$ cat src/cmp_pkg.sv
// Constants and types shared by the core mode, privilege and stack state block.
package cmp_pkg;

    // Reset fetch addresses and stack pointer step.
    localparam logic [31:0] BOOT_SP_ADDR = 32'h0000_0000;
    localparam logic [31:0] BOOT_PC_ADDR = 32'h0000_0004;
    localparam logic [31:0] SP_STEP      = 32'h0000_0004;

    // Field positions.
    localparam int FLAGS_MSB  = 31;
    localparam int FLAGS_LSB  = 28;
    localparam int EXC_MSB    = 5;
    localparam int EXEC_T_POS = 24;
    localparam int STACK_CHOICE_BIT_POS  = 1;
    localparam int THREAD_UNPRIVILEGED_BIT_POS  = 0;
    localparam int PM_POS     = 0;
    localparam int VEC_T_POS  = 0;

    // Reset values.
    localparam logic [5:0] EXC_RST   = 6'h00;
    localparam logic       GMASK_RST = 1'h0;
    localparam logic [1:0] CTRL_RST  = 2'h0;
    localparam logic [3:0] FLAGS_RST = 4'h0;

    // Exception numbers.
    localparam logic [5:0] EXC_THREAD    = 6'h00;
    localparam logic [5:0] EXC_NMI       = 6'h02;
    localparam logic [5:0] EXC_FAULT     = 6'h03;
    localparam logic [5:0] EXC_SVC       = 6'h0B;
    localparam logic [5:0] EXC_PENDED    = 6'h0E;
    localparam logic [5:0] EXC_TICK      = 6'h0F;
    localparam logic [5:0] EXC_EXT_FIRST = 6'h10;
    localparam logic [5:0] EXC_EXT_LAST  = 6'h2F;

    // Special-register selectors for the move instructions.
    typedef enum logic [3:0] {
        SEL_FLAGS      = 4'h0,
        SEL_FLAGS_EXC  = 4'h1,
        SEL_FLAGS_EXEC = 4'h2,
        SEL_ALL        = 4'h3,
        SEL_EXC        = 4'h5,
        SEL_EXEC       = 4'h6,
        SEL_EXC_EXEC   = 4'h7,
        SEL_MAIN_SP    = 4'h8,
        SEL_PROC_SP    = 4'h9,
        SEL_GMASK      = 4'hA,
        SEL_CTRL       = 4'hB
    } cmp_sel_type;

    // Sources allowed to load the execution-state bit.
    typedef enum logic [2:0] {
        TSRC_NONE     = 3'h0,
        TSRC_BR_EXCH  = 3'h1,
        TSRC_BRL_EXCH = 3'h2,
        TSRC_POP_PC   = 3'h3,
        TSRC_EXC_RET  = 3'h4,
        TSRC_EXC_VEC  = 3'h5
    } cmp_tsrc_type;

    typedef enum logic [1:0] {
        ST_BOOT_SP = 2'h0,
        ST_BOOT_PC = 2'h1,
        ST_RUN     = 2'h2
    } cmp_state_type;

    typedef struct packed {
        logic        rd;
        logic        wr;
        cmp_sel_type sel;
        logic [31:0] wdata;
    } cmp_sr_req_type;

    typedef struct packed {
        logic       entry;
        logic       ret;
        logic [5:0] num;
        logic       ret_stack_choice_bit;
    } cmp_exc_type;

endpackage

$ cat src/cmp_core_state.sv
// Core mode, privilege, stack pointer and special register state.
//
// Operation
// - Core starts in thread mode after reset.
// - Handler mode returns to thread once no exception remains active.
// - Handler mode always runs privileged.
// - Control word writes take effect only from privileged code.
// - Unprivileged code denied system peripherals and the interrupt-mask-change instruction.
// - Push decrements active pointer first, then stores at new address.
// - Handler mode always uses the main stack pointer.
// - In thread mode stack-select bit 1 picks main (0) or process (1).
// - Reset loads main stack pointer from word at address zero.
// - Reset loads instruction pointer from the word at address four.
// - Reset vector bit 0 loads execution-state bit 24; memory supplies 1.
// - Condition flags N Z C V sit at bits 31..28, rest zero.
// - Exception number bits 5:0 report the current exception.
// - Writes to exception-number bits are ignored through every view.
// - Execution-state bits read zero and ignore writes by move instructions.
// - Only exchange branches, pop-to-pointer, return restore and vector clear T.
// - Executing with execution-state bit zero raises a severe fault.
// - Interrupt abandons multi-cycle instruction; it restarts from its beginning.
// - Priority mask bit 0 set blocks activation of configurable exceptions.
// - Control bit 0 sets thread privilege: 0 privileged, 1 unprivileged.
// - In handler mode stack-select reads zero and ignores writes.
// - Hardware updates control word on exception entry and return.
`timescale 1ns/1ns
module cmp_core_state (
    input  wire logic                 core_clk,
    input  wire logic                 rst_b,
    input  wire logic                 clk_en,
    output logic                      boot_req,
    output logic [31:0]               boot_addr,
    input  wire logic                 boot_ack,
    input  wire logic [31:0]          boot_rdata,
    input  wire cmp_pkg::cmp_sr_req_type sr_req,
    output logic [31:0]               sr_rdata,
    output logic                      sr_rvalid,
    input  wire cmp_pkg::cmp_exc_type exc_evt,
    input  wire logic                 flags_we,
    input  wire logic [3:0]           flags_in,
    input  wire logic                 push_req,
    input  wire logic [31:0]          push_data,
    input  wire logic                 pop_req,
    output logic                      stk_wr_valid,
    output logic [31:0]               stk_wr_addr,
    output logic [31:0]               stk_wr_data,
    input  wire cmp_pkg::cmp_tsrc_type t_src,
    input  wire logic                 t_val,
    input  wire logic                 pc_load,
    input  wire logic [31:0]          pc_in,
    input  wire logic                 instr_issue,
    input  wire logic                 instr_start,
    input  wire logic                 multi_busy,
    input  wire logic                 irq_take,
    input  wire logic                 cfg_exc_pend,
    input  wire logic                 cps_req,
    input  wire logic                 cps_val,
    input  wire logic                 sys_periph_req,
    output logic                      boot_done,
    output logic                      handler_mode,
    output logic                      privileged,
    output logic                      proc_sp_active,
    output logic [31:0]               active_sp,
    output logic [31:0]               instruction_pointer,
    output logic                      t_bit,
    output logic                      severe_fault,
    output logic                      abandon,
    output logic [31:0]               restart_pc,
    output logic                      cfg_exc_activate,
    output logic                      periph_denied,
    output logic                      cps_denied
);
    import cmp_pkg::*;

    ////////////////////////////////////////////////////////////////////////
    cmp_state_type state_reg;
    logic [31:0]   main_sp_reg;
    logic [31:0]   proc_sp_reg;
    logic [31:0]   pc_reg;
    logic [3:0]    flags_reg;
    logic [5:0]    exc_num_reg;
    logic          t_reg;
    logic          gmask_reg;
    logic [1:0]    ctrl_reg;
    logic [31:0]   restart_reg;
    logic [31:0]   rdata_reg;
    logic          rvalid_reg;
    logic          swr_valid_reg;
    logic [31:0]   swr_addr_reg;
    logic [31:0]   swr_data_reg;
    logic          fault_reg;
    logic [31:0]   sp_next;
    logic [31:0]   rd_next;
    logic          in_handler;
    logic          is_priv;
    logic          use_proc;
    logic          sel_flags;
    logic          sel_exc;
    logic          run;

    assign run          = clk_en && (state_reg == ST_RUN);
    assign in_handler   = (exc_num_reg != EXC_THREAD);
    assign is_priv      = in_handler || !ctrl_reg[THREAD_UNPRIVILEGED_BIT_POS];
    assign use_proc     = !in_handler && ctrl_reg[STACK_CHOICE_BIT_POS];
    assign active_sp    = use_proc ? proc_sp_reg : main_sp_reg;

    assign handler_mode        = in_handler;
    assign privileged          = is_priv;
    assign proc_sp_active      = use_proc;
    assign instruction_pointer = pc_reg;
    assign t_bit               = t_reg;
    assign boot_done           = (state_reg == ST_RUN);
    assign boot_req            = clk_en && !boot_done;
    assign sr_rdata            = rdata_reg;
    assign sr_rvalid           = rvalid_reg;
    assign stk_wr_valid        = swr_valid_reg;
    assign stk_wr_addr         = swr_addr_reg;
    assign stk_wr_data         = swr_data_reg;
    assign severe_fault        = fault_reg;
    assign restart_pc          = restart_reg;
    assign abandon             = run && irq_take && multi_busy;
    assign cfg_exc_activate    = run && cfg_exc_pend && !gmask_reg;
    assign periph_denied       = sys_periph_req && !is_priv;
    assign cps_denied          = cps_req && !is_priv;

    assign sel_flags = (sr_req.sel == SEL_FLAGS) || (sr_req.sel == SEL_FLAGS_EXC)
                    || (sr_req.sel == SEL_FLAGS_EXEC) || (sr_req.sel == SEL_ALL);
    assign sel_exc   = (sr_req.sel == SEL_FLAGS_EXC) || (sr_req.sel == SEL_ALL)
                    || (sr_req.sel == SEL_EXC) || (sr_req.sel == SEL_EXC_EXEC);

    ////////////////////////////////////////////////////////////////////////
    // Reset fetch sequence: stack pointer word, then reset vector word.
    always_ff @(posedge core_clk) begin
        if (!rst_b) begin
            state_reg <= ST_BOOT_SP;
            boot_addr <= BOOT_SP_ADDR;
        end else if (clk_en && boot_ack) begin
            unique case (state_reg)
                ST_BOOT_SP: begin
                    state_reg <= ST_BOOT_PC;
                    boot_addr <= BOOT_PC_ADDR;
                end
                ST_BOOT_PC: state_reg <= ST_RUN;
                ST_RUN:     state_reg <= ST_RUN;
                default: begin
                    state_reg <= ST_BOOT_SP;
                    boot_addr <= BOOT_SP_ADDR;
                end
            endcase
        end
    end

    ////////////////////////////////////////////////////////////////////////
    // Exception number and mode.
    always_ff @(posedge core_clk) begin
        if (!rst_b) begin
            exc_num_reg <= EXC_RST;
        end else if (run) begin
            if (exc_evt.entry || exc_evt.ret) begin
                exc_num_reg <= exc_evt.num;
            end
        end
    end

    ////////////////////////////////////////////////////////////////////////
    // Control word.
    always_ff @(posedge core_clk) begin
        if (!rst_b) begin
            ctrl_reg <= CTRL_RST;
        end else if (run) begin
            if (exc_evt.entry) begin
                ctrl_reg[STACK_CHOICE_BIT_POS] <= 1'h0;
            end else if (exc_evt.ret) begin
                ctrl_reg[STACK_CHOICE_BIT_POS] <= (exc_evt.num == EXC_THREAD) && exc_evt.ret_stack_choice_bit;
            end else if (sr_req.wr && (sr_req.sel == SEL_CTRL) && is_priv) begin
                ctrl_reg[THREAD_UNPRIVILEGED_BIT_POS] <= sr_req.wdata[THREAD_UNPRIVILEGED_BIT_POS];
                if (!in_handler) begin
                    ctrl_reg[STACK_CHOICE_BIT_POS] <= sr_req.wdata[STACK_CHOICE_BIT_POS];
                end
            end
        end
    end

    ////////////////////////////////////////////////////////////////////////
    // Priority mask, by move instruction or mask-change instruction.
    always_ff @(posedge core_clk) begin
        if (!rst_b) begin
            gmask_reg <= GMASK_RST;
        end else if (run && is_priv) begin
            if (cps_req) begin
                gmask_reg <= cps_val;
            end else if (sr_req.wr && (sr_req.sel == SEL_GMASK)) begin
                gmask_reg <= sr_req.wdata[PM_POS];
            end
        end
    end

    ////////////////////////////////////////////////////////////////////////
    // Condition flags.
    always_ff @(posedge core_clk) begin
        if (!rst_b) begin
            flags_reg <= FLAGS_RST;
        end else if (run) begin
            if (sr_req.wr && sel_flags) begin
                flags_reg <= sr_req.wdata[FLAGS_MSB:FLAGS_LSB];
            end else if (flags_we) begin
                flags_reg <= flags_in;
            end
        end
    end

    ////////////////////////////////////////////////////////////////////////
    // Execution-state bit.
    always_ff @(posedge core_clk) begin
        if (!rst_b) begin
            t_reg <= 1'h0;
        end else if (clk_en) begin
            if (state_reg == ST_BOOT_PC && boot_ack) begin
                t_reg <= boot_rdata[VEC_T_POS];
            end else if (run && t_src != TSRC_NONE) begin
                t_reg <= t_val;
            end
        end
    end

    always_ff @(posedge core_clk) begin
        if (!rst_b) begin
            fault_reg <= 1'h0;
        end else if (clk_en) begin
            fault_reg <= run && instr_issue && !t_reg;
        end
    end

    ////////////////////////////////////////////////////////////////////////
    // Instruction pointer and restart point.
    always_ff @(posedge core_clk) begin
        if (!rst_b) begin
            pc_reg <= 32'h0000_0000;
        end else if (clk_en) begin
            if (state_reg == ST_BOOT_PC && boot_ack) begin
                pc_reg <= {boot_rdata[31:1], 1'h0};
            end else if (run && abandon) begin
                pc_reg <= restart_reg;
            end else if (run && pc_load) begin
                pc_reg <= pc_in;
            end
        end
    end

    always_ff @(posedge core_clk) begin
        if (!rst_b) begin
            restart_reg <= 32'h0000_0000;
        end else if (run && instr_start) begin
            restart_reg <= pc_reg;
        end
    end

    ////////////////////////////////////////////////////////////////////////
    // Stack pointers.
    // decrement then store
    always_comb begin
        sp_next = active_sp;
        if (push_req) begin
            sp_next = active_sp - SP_STEP;
        end else if (pop_req) begin
            sp_next = active_sp + SP_STEP;
        end
    end

    always_ff @(posedge core_clk) begin
        if (!rst_b) begin
            main_sp_reg <= 32'h0000_0000;
            proc_sp_reg <= 32'h0000_0000;
        end else if (clk_en) begin
            if (state_reg == ST_BOOT_SP && boot_ack) begin
                main_sp_reg <= {boot_rdata[31:2], 2'h0};
            end else if (run && (push_req || pop_req)) begin
                if (use_proc) begin
                    proc_sp_reg <= sp_next;
                end else begin
                    main_sp_reg <= sp_next;
                end
            end else if (run && sr_req.wr && sr_req.sel == SEL_MAIN_SP && is_priv) begin
                main_sp_reg <= {sr_req.wdata[31:2], 2'h0};
            end else if (run && sr_req.wr && sr_req.sel == SEL_PROC_SP && is_priv) begin
                proc_sp_reg <= {sr_req.wdata[31:2], 2'h0};
            end
        end
    end

    always_ff @(posedge core_clk) begin
        if (!rst_b) begin
            swr_valid_reg <= 1'h0;
            swr_addr_reg  <= 32'h0000_0000;
            swr_data_reg  <= 32'h0000_0000;
        end else if (clk_en) begin
            swr_valid_reg <= run && push_req;
            if (run && push_req) begin
                swr_addr_reg <= sp_next;
                swr_data_reg <= push_data;
            end
        end
    end

    ////////////////////////////////////////////////////////////////////////
    // Special-register read data.
    always_comb begin
        rd_next = 32'h0000_0000;
        unique case (sr_req.sel)
            SEL_MAIN_SP: rd_next = main_sp_reg;
            SEL_PROC_SP: rd_next = proc_sp_reg;
            SEL_GMASK:   rd_next[PM_POS] = gmask_reg;
            SEL_CTRL: begin
                rd_next[THREAD_UNPRIVILEGED_BIT_POS] = ctrl_reg[THREAD_UNPRIVILEGED_BIT_POS];
                rd_next[STACK_CHOICE_BIT_POS] = ctrl_reg[STACK_CHOICE_BIT_POS] && !in_handler;
            end
            default: begin
                if (sel_flags) begin
                    rd_next[FLAGS_MSB:FLAGS_LSB] = flags_reg;
                end
                if (sel_exc) begin
                    rd_next[EXC_MSB:0] = exc_num_reg;
                end
            end
        endcase
    end

    always_ff @(posedge core_clk) begin
        if (!rst_b) begin
            rdata_reg  <= 32'h0000_0000;
            rvalid_reg <= 1'h0;
        end else if (clk_en) begin
            rvalid_reg <= run && sr_req.rd;
            if (run && sr_req.rd) begin
                rdata_reg <= rd_next;
            end
        end
    end

    ////////////////////////////////////////////////////////////////////////
    // Checks.
    handler_priv_a: assert property (@(posedge core_clk) disable iff (!rst_b)
        handler_mode |-> privileged)
        else $error("handler mode not privileged");
    handler_msp_a: assert property (@(posedge core_clk) disable iff (!rst_b)
        handler_mode |-> (!proc_sp_active && active_sp == main_sp_reg))
        else $error("handler mode not on main stack");
    unpriv_ctrl_a: assert property (@(posedge core_clk) disable iff (!rst_b)
        (run && !privileged && sr_req.wr && sr_req.sel == SEL_CTRL && !exc_evt.entry && !exc_evt.ret)
        |=> $stable(ctrl_reg))
        else $error("unprivileged control write took effect");
    push_order_a: assert property (@(posedge core_clk) disable iff (!rst_b)
        (run && push_req) |=> (stk_wr_valid && stk_wr_addr == active_sp
        && stk_wr_addr == $past(active_sp) - 32'h0000_0004))
        else $error("push address not decremented pointer");
    exc_write_a: assert property (@(posedge core_clk) disable iff (!rst_b)
        (run && sr_req.wr && sel_exc && !exc_evt.entry && !exc_evt.ret) |=> $stable(exc_num_reg))
        else $error("exception number changed by write");
    exec_read_a: assert property (@(posedge core_clk) disable iff (!rst_b)
        sr_rvalid |-> (sr_rdata[EXEC_T_POS] == 1'h0 || $past(sr_req.sel == SEL_MAIN_SP)
        || $past(sr_req.sel == SEL_PROC_SP)))
        else $error("execution bit visible on read");
    t_fault_a: assert property (@(posedge core_clk) disable iff (!rst_b)
        (run && instr_issue && !t_bit) |=> severe_fault)
        else $error("no fault with execution bit clear");
    mask_gate_a: assert property (@(posedge core_clk) disable iff (!rst_b)
        cfg_exc_activate |-> !gmask_reg)
        else $error("activation while masked");
    boot_thread_a: assert property (@(posedge core_clk) disable iff (!rst_b)
        (clk_en && state_reg == ST_BOOT_PC && boot_ack) |=> (boot_done && !handler_mode))
        else $error("not in thread mode after reset fetch");
    boot_t_a: assert property (@(posedge core_clk) disable iff (!rst_b)
        (clk_en && state_reg == ST_BOOT_PC && boot_ack) |=> (t_bit == $past(boot_rdata[0])))
        else $error("execution bit not from reset vector");
endmodule

$ cat config.mk
export PLATFORM = sky130hd
export DESIGN_NAME = cmp_core_state
export DESIGN_NICKNAME = d
export VERILOG_FILES = /design/src/cmp_pkg.sv /design/src/cmp_core_state.sv
export SDC_FILE = /design/constraint.sdc
export NUM_CORES = 1
export LEC_CHECK = 0
export BUFFER_PORTS_ARGS = -buffer_cell sky130_fd_sc_hd__clkbuf_2
export CORE_MARGIN = 4
export CORE_UTILIZATION = 30
export CTS_CLUSTER_SIZE = 16
export DETAILED_ROUTE_END_ITERATION = 8
export MAX_ROUTING_LAYER = met4
export PLACE_DENSITY = 0.52
export SETUP_SLACK_MARGIN = 0.1
export SYNTH_ARGS = -nofsm -noshare
export SYNTH_HDL_FRONTEND = slang
export SYNTH_SLANG_ARGS = --single-unit
$ cat constraint.sdc
create_clock -name core_clk -period 3.5 [get_ports core_clk]
set_input_delay 0.175 -clock core_clk [delete_from_list [all_inputs] [get_ports core_clk]]
set_output_delay 0.175 -clock core_clk [all_outputs]
set_load 0.05 [all_outputs]
**Word level (Yosys, flattened, before mapping)**

Cells that the tools add are included.

- Add/sub/neg operators: 2
- Equality and inequality tests: 15
- Muxes and demuxes: 33
- Bitwise logic cells: 4
- Reductions and logical operators: 73

Operator list:

| kind | number |
|---|---|
| 32-bit 2-to-1 mux | 14 |
| 32-bit one-hot mux with 2 select lines | 1 |
| 22-bit one-hot mux with 2 select lines | 1 |
| 32-bit by 3-bit adder with 32-bit output, second input constant | 1 |
| 1-bit logical AND | 32 |
| 32-bit by 3-bit subtractor with 32-bit output, second input constant | 1 |
| 4-bit one-hot mux with 3 select lines | 2 |
| 4-bit equality test, second input constant | 4 |
| 2-bit AND reduction | 8 |
| 4-bit 2-to-1 mux | 3 |
| 3-bit nonzero test | 4 |
| 1-bit logical OR | 9 |
| 4-bit by 2-bit equality test with 1-bit output, second input constant | 2 |
| 4-bit by 3-bit equality test with 1-bit output, second input constant | 2 |
| 1-bit one-hot mux with 4 select lines | 2 |
| 2-bit nonzero test | 4 |
| 1-bit 2-to-1 mux | 7 |
| 1-bit logical NOT | 6 |
| 6-bit logical NOT | 1 |
| 6-bit 2-to-1 mux | 1 |
| 3-bit inequality test, second input constant | 2 |
| 3-bit AND reduction | 2 |
| 6-bit nonzero test | 1 |
| 5-bit AND reduction | 1 |
| other kinds (11) | 16 |

- Flip-flop bits (word level): 275
- Output and inout bits: 237
- Logic and storage cells: 145

**Logic depth before layout (Yosys ltp)**

- Word-level depth: 10
- Gate-level depth with buffers: 15

**Worst setup path after synthesis**

Ideal clock, no wire load.

- Path kind: reg-to-reg
- Start point: register ctrl_reg[1]
- End point: register main_sp_reg[22]
- Library setup time: 0.059 ns
- Data arrival time: 3.769 ns
- Data required time: 3.441 ns
- Slack: -0.328 ns
- Stages on the path, launching flop included: 16
- Clock period less this slack: 3.828 ns
- Cell sequence: dfxtp_1 nor3b_2 nand2_1 clkbuf_1 clkbuf_1 buf_1 mux2i_1 inv_1 ha_1 nand2_1 a221oi_2 a21boi_1 nor4_1 or3_1 o21ai_1 o211a_1

- Cells in the longest elaborated chain, start to end: 8

Ends and longest elaborated chain:

| what | RTL line | RTL |
|---|---|---|
| start, declared | cmp_core_state.sv:84 | `logic [1:0] ctrl_reg;` |
| start signal, assigned by index | cmp_core_state.sv:174 | `ctrl_reg[STACK_CHOICE_BIT_POS] <= (exc_evt.num == EXC_THREAD) && exc_evt.ret_stack_choice_bit;` |
| start signal, assigned by index | cmp_core_state.sv:176 | `ctrl_reg[THREAD_UNPRIVILEGED_BIT_POS] <= sr_req.wdata[THREAD_UNPRIVILEGED_BIT_POS];` |
| start signal, assigned by index | cmp_core_state.sv:178 | `ctrl_reg[STACK_CHOICE_BIT_POS] <= sr_req.wdata[STACK_CHOICE_BIT_POS];` |
| 1-bit logical AND * | cmp_core_state.sv:104 | `assign use_proc = !in_handler && ctrl_reg[STACK_CHOICE_BIT_POS];` |
| 32-bit 2-to-1 mux * | cmp_core_state.sv:105 | `assign active_sp = use_proc ? proc_sp_reg : main_sp_reg;` |
| net active_sp[3] | cmp_core_state.sv:63 | `output logic [31:0] active_sp,` |
| 32-bit by 3-bit adder with 32-bit output | cmp_core_state.sv:266 | `sp_next = active_sp + SP_STEP;` |
| 32-bit 2-to-1 mux | cmp_core_state.sv:265 | `end else if (pop_req) begin` |
| 32-bit 2-to-1 mux * | cmp_core_state.sv:263 | `if (push_req) begin` |
| 32-bit 2-to-1 mux * | cmp_core_state.sv:278 | `if (use_proc) begin` |
| 32-bit 2-to-1 mux * | cmp_core_state.sv:277 | `end else if (run && (push_req \|\| pop_req)) begin` |
| 32-bit 2-to-1 mux * | cmp_core_state.sv:275 | `if (state_reg == ST_BOOT_SP && boot_ack) begin` |
| end signal, assigned | cmp_core_state.sv:276 | `main_sp_reg <= {boot_rdata[31:2], 2'h0};` |
| end signal, assigned | cmp_core_state.sv:281 | `main_sp_reg <= sp_next;` |
| end signal, assigned | cmp_core_state.sv:284 | `main_sp_reg <= {sr_req.wdata[31:2], 2'h0};` |
| end, declared | cmp_core_state.sv:77 | `logic [31:0] main_sp_reg;` |

Mark *: on every way through the listed nets, which the timed path passes. The rest lies on a longest branch. The select of a mux whose other input is x is not followed.
A chain may end at the register's enable or synchronous reset.

**Final worst setup path**

- Start point: register exc_num_reg[0]
- End point: register proc_sp_reg[26]

- Cells in the longest elaborated chain, start to end: 9

Ends and longest elaborated chain:

| what | RTL line | RTL |
|---|---|---|
| start, declared | cmp_core_state.sv:81 | `logic [5:0] exc_num_reg;` |
| start signal, assigned | cmp_core_state.sv:160 | `exc_num_reg <= exc_evt.num;` |
| 6-bit nonzero test * | cmp_core_state.sv:102 | `assign in_handler = (exc_num_reg != EXC_THREAD);` |
| 1-bit logical NOT | cmp_core_state.sv:104 |  |
| 1-bit logical AND | cmp_core_state.sv:104 |  |
| 32-bit 2-to-1 mux | cmp_core_state.sv:105 |  |
| 32-bit by 3-bit adder with 32-bit output | cmp_core_state.sv:266 |  |
| 32-bit 2-to-1 mux | cmp_core_state.sv:265 |  |
| 32-bit 2-to-1 mux | cmp_core_state.sv:263 |  |
| 32-bit 2-to-1 mux | cmp_core_state.sv:278 |  |
| 32-bit 2-to-1 mux | cmp_core_state.sv:277 |  |
| end signal, assigned | cmp_core_state.sv:279 | `proc_sp_reg <= sp_next;` |
| end signal, assigned | cmp_core_state.sv:286 | `proc_sp_reg <= {sr_req.wdata[31:2], 2'h0};` |
| end, declared | cmp_core_state.sv:78 | `logic [31:0] proc_sp_reg;` |

Every way passes the cells marked *; elsewhere a longest branch is shown, timed or not. The select of a mux whose other input is x is not followed.

==> impl_summary.md <==
Logic synthesis
In this run, synthesis inferred 0 flip-flops with an integrated enable. The share of synthesized area in the top cell type comes to 0.377. The share of flip-flops with an asynchronous set or reset is 0. Ranked by total cell area, the synthesized netlist is headed by dfxtp_1 (38%), a21oi_1 (7.8%), nand2_1 (7.3%). Summing every instance area after synthesis gives 13000 sq um. Yosys mapped the design onto 79 distinct sky130hd cell types.

Sorting the synthesized cells by how often they occur yields nand2_1 (252), dfxtp_1 (244), a21oi_1 (201), nor2_1 (176), clkbuf_1 (132). The most common cell in the synthesized netlist is nand2_1. The number of instances in the synthesized netlist is 1695. During synthesis, Yosys emitted a total of 0 warnings. For this run, the register share of the synthesized area comes to 0.377. The number of storage elements in the synthesis netlist is 244. Among all flip-flop cells after synthesis, the most frequent one is dfxtp_1.

Averaged over all synthesized cells, the footprint is 7.64 sq um. The biggest area contributor in the post-synthesis netlist is dfxtp_1.

Global routing
The number of global-route vias before repair was 14.6k. The initial antenna violation count was 3. The first global-routing pass estimated 92600 um of wire.

Entering global routing, the biggest net connects 90 pins. Across every metal layer, demand over resource in global routing totals 0.263. The overall overflow remaining after global route is 0.

Critical path
For the worst setup path, the data required time is 3950 ps. The setup slack on the worst flop-to-flop path is 180 ps. The combined buffer and inverter count along the critical path is 0. The peak per-stage delay on the critical path is 680 ps. The end of the worst register-to-register path is proc_sp_reg[26]. The largest individual stage delay along the critical path comes from the cell or4_4. The critical path goes through or4_4 > or4_1 > or3_4 > a211oi_1 > a41oi_1 > xnor2_1 > mux2i_2 > o21ai_0.

The length in cells of the worst reg-to-reg path is 8. The worst setup path is of the flip-flop to flip-flop kind. The top fanout value on the critical path is 13. The kind of start point of the critical path is a flip-flop. STA classifies the critical path endpoint as a flip-flop. The worst register-to-register path begins at exc_num_reg[0].

The cell family contributing the most delay on the critical path is simple AND/OR/NAND/NOR gates. Tracing the worst setup path back leads to its startpoint at exc_num_reg[0]. The arrival time at the worst endpoint is 3780 ps.

STA
For the finished layout, the period the worst path requires is 3320 ps. The slew of the pin with the lowest slew margin is 901 ps. For the final database, setup skew stands at 8.03 ps. The post-route setup TNS is 0 ps. For this run, the top clock speed supported by timing is 301 MHz.

Setup violations remaining at the end of the flow were counted as 0. The total count of hold-check failures in the final report is 0. The final critical-path share of the clock period is 0.949.

The final count of pins violating max slew is 0. The worst relative slew slack is 0.399. Setup repair after global routing left no endpoint under its margin.

Placed design
Routability-driven placement finished with a final weighted congestion of 1.02. During placement, the flow inserted port buffers numbering 372. The sum of net half-perimeters after detailed placement is 46700 um. Including well taps, the total number of placed cells is 2581.

Worst hold path
For hold timing, the worst endpoint is main_sp_reg[21]. The worst hold path belongs to the class input pin to flip-flop. The worst hold path begins at boot_rdata[21]. Along the worst hold path, the cell count comes to 3.

Die
The number of placement rows is 75. The placeable core region is 42300 sq um. Measured along the x axis, the die boundary spans 216 um. The initial standard-cell utilization of the core is 0.306. The area of the die is 46600 sq um.

The die is 216 um tall. The number of I/O pins is 404.

Finish
The final design utilization is 0.419. The layout cell share with drive strength beyond 1 is 0.257. For this run, the number of standard cells in the final layout without fillers is 2727. The final-layout fill cell count is 4476. The synthesis-to-finish area growth is 36.9%.

The net count of the finished layout is 2299.

Drt
The detail-routed via count per cell is 5.51. Once detail routing completed, the nets flagged for antenna violations numbered 0. The routed wire length per instance is 23.1 um. The number of DRC markers after the initial detailed-route iteration is 1345. The number of DRC violations after detailed routing is 0. The number of vias after detailed routing is 15.0k. The routed design has 63100 um of wire. Before antenna repair, the detailed router went through 6 iterations.

Run status
The flow ran to the end, and the final reports show no timing, DRC or antenna violations.

Clock network
Counting along the longest clock path gives a buffer depth of 3. The clock tree root buffer cell is clkbuf_16. Clock tree synthesis inserted a total of 31 buffers. TritonCTS built the clock tree. The clock sink total is 244. In this run the number of H-tree levels came out at 1. After clock tree synthesis, the clock-pin slew on the worst setup and hold paths is 60 ps.

The clock reaches the later pin of the worst-skew pair after 580 ps.

Pwr
The cell leakage power is 7.66 nW. For this design the ratio of total power to cell area is 417 nW/um^2. The largest vdd supply drop is 0.000333 V.

Flow run
The max-capacitance violation count is 0.
==> tightest hold or removal path: cells and delay by family <==
kind	cells	cell delay, ps
AOI/OAI and AO/OA	1	120
buffers and inverters	1	150
and+or+nand+nor	1	110
==> final cells by class <==
| type | instances | area (sq um) | share of cell area |
|---|---|---|---|
| Timing Repair Buffer | 549 | 3650 | 0.206 |
| Tap cell | 577 | 722 | 0.0407 |
| Antenna cell | 3 | 7.51 | 0.000423 |
| Sequential cell | 244 | 4880 | 0.275 |
| Clock buffer | 44 | 885 | 0.0499 |
| Inverter | 31 | 121 | 0.00684 |
| Clock inverter | 9 | 114 | 0.00642 |
| Multi-Input combinational cell | 1270 | 7350 | 0.414 |
==> timing repair <==
item	CTS	global route
buffers inserted	0	1
hold endpoints to repair	84	0
gates resized for setup	0	2
hold buffers	88	0
endpoints found under the setup margin	0	8
==> how the worst max path moves through the flow <==
stage	end	slack (ps)	cells after the start
after detailed placement	proc_sp_reg[26]	180	8
after global placement	proc_sp_reg[26]	250	8
after floorplan	main_sp_reg[22]	130	15
after CTS	proc_sp_reg[26]	170	8
after global routing	main_sp_reg[25]	90	9
final	proc_sp_reg[26]	180	8
==> power by group <==
group | total [mW] | switching, mW | internal, mW | leakage (nW)
sequential | 2.91 | 0.0838 | 2.83 | 1.97
combinational | 1.29 | 0.851 | 0.436 | 5.19
clock | 3.20 | 1.31 | 1.89 | 0.495
total | 7.40 | 2.24 | 5.16 | 7.66
==> logic make-up (layout without fill, tap and decap cells) <==
kind of cell | Yosys count | count (layout) | synth area share
xor+xnor | 31 | 31 | 0.0215
simple gates | 635 | 636 | 0.224
flops | 244 | 244 | 0.377
other cells | 1 | 34 | 0.000289
buf+inv | 212 | 633 | 0.0720
mux | 73 | 73 | 0.0571
compound gates | 494 | 494 | 0.243
fa+ha+maj | 5 | 5 | 0.00483
==> stage by stage <==
step           setup WS [ps]  hold WS, ps  area (sq um)  power (mW)
6_report                 178         35.4         17700        7.40
5_1_grt                 91.8         24.0         17700        7.66
4_1_cts                  171         3.90         17700        7.45
3_5_place_dp             175          405         15800        4.15
3_3_place_gp             246          399         15800        4.16
2_1_floorplan            126          311         13100        3.66
==> layer usage <==
layer | global-route usage | part of all wire | routed length (um) | vias up
li1 | - | - | - | 6897
met3 | 0.0599 | 0.089 | 5600 | 111
met4 | 0.0724 | 0.031 | 1970 | 0
met2 | 0.402 | 0.44 | 28100 | 754
met1 | 0.349 | 0.44 | 27500 | 7256
met5 | - | 0 | 0 | -
==> placed cells by master (no fill, tap or decap), types with 13 or more instances in the layout <==
cell,n
or4_1,15
dlygate4sd3_1,88
nand3_1,42
or3_1,13
conb_1,31
buf_4,83
nand4_1,21
o211ai_1,15
mux2i_1,65
a211oi_1,65
nor2_1,175
buf_12,17
clkbuf_2,361
o21ai_0,76
xnor2_1,17
dfxtp_1,244
a221oi_1,33
nor3_1,44
a21oi_1,200
nor4_1,15
nand2_1,250
clkbuf_16,31
inv_1,29
(Power assumes the default switching activity.)
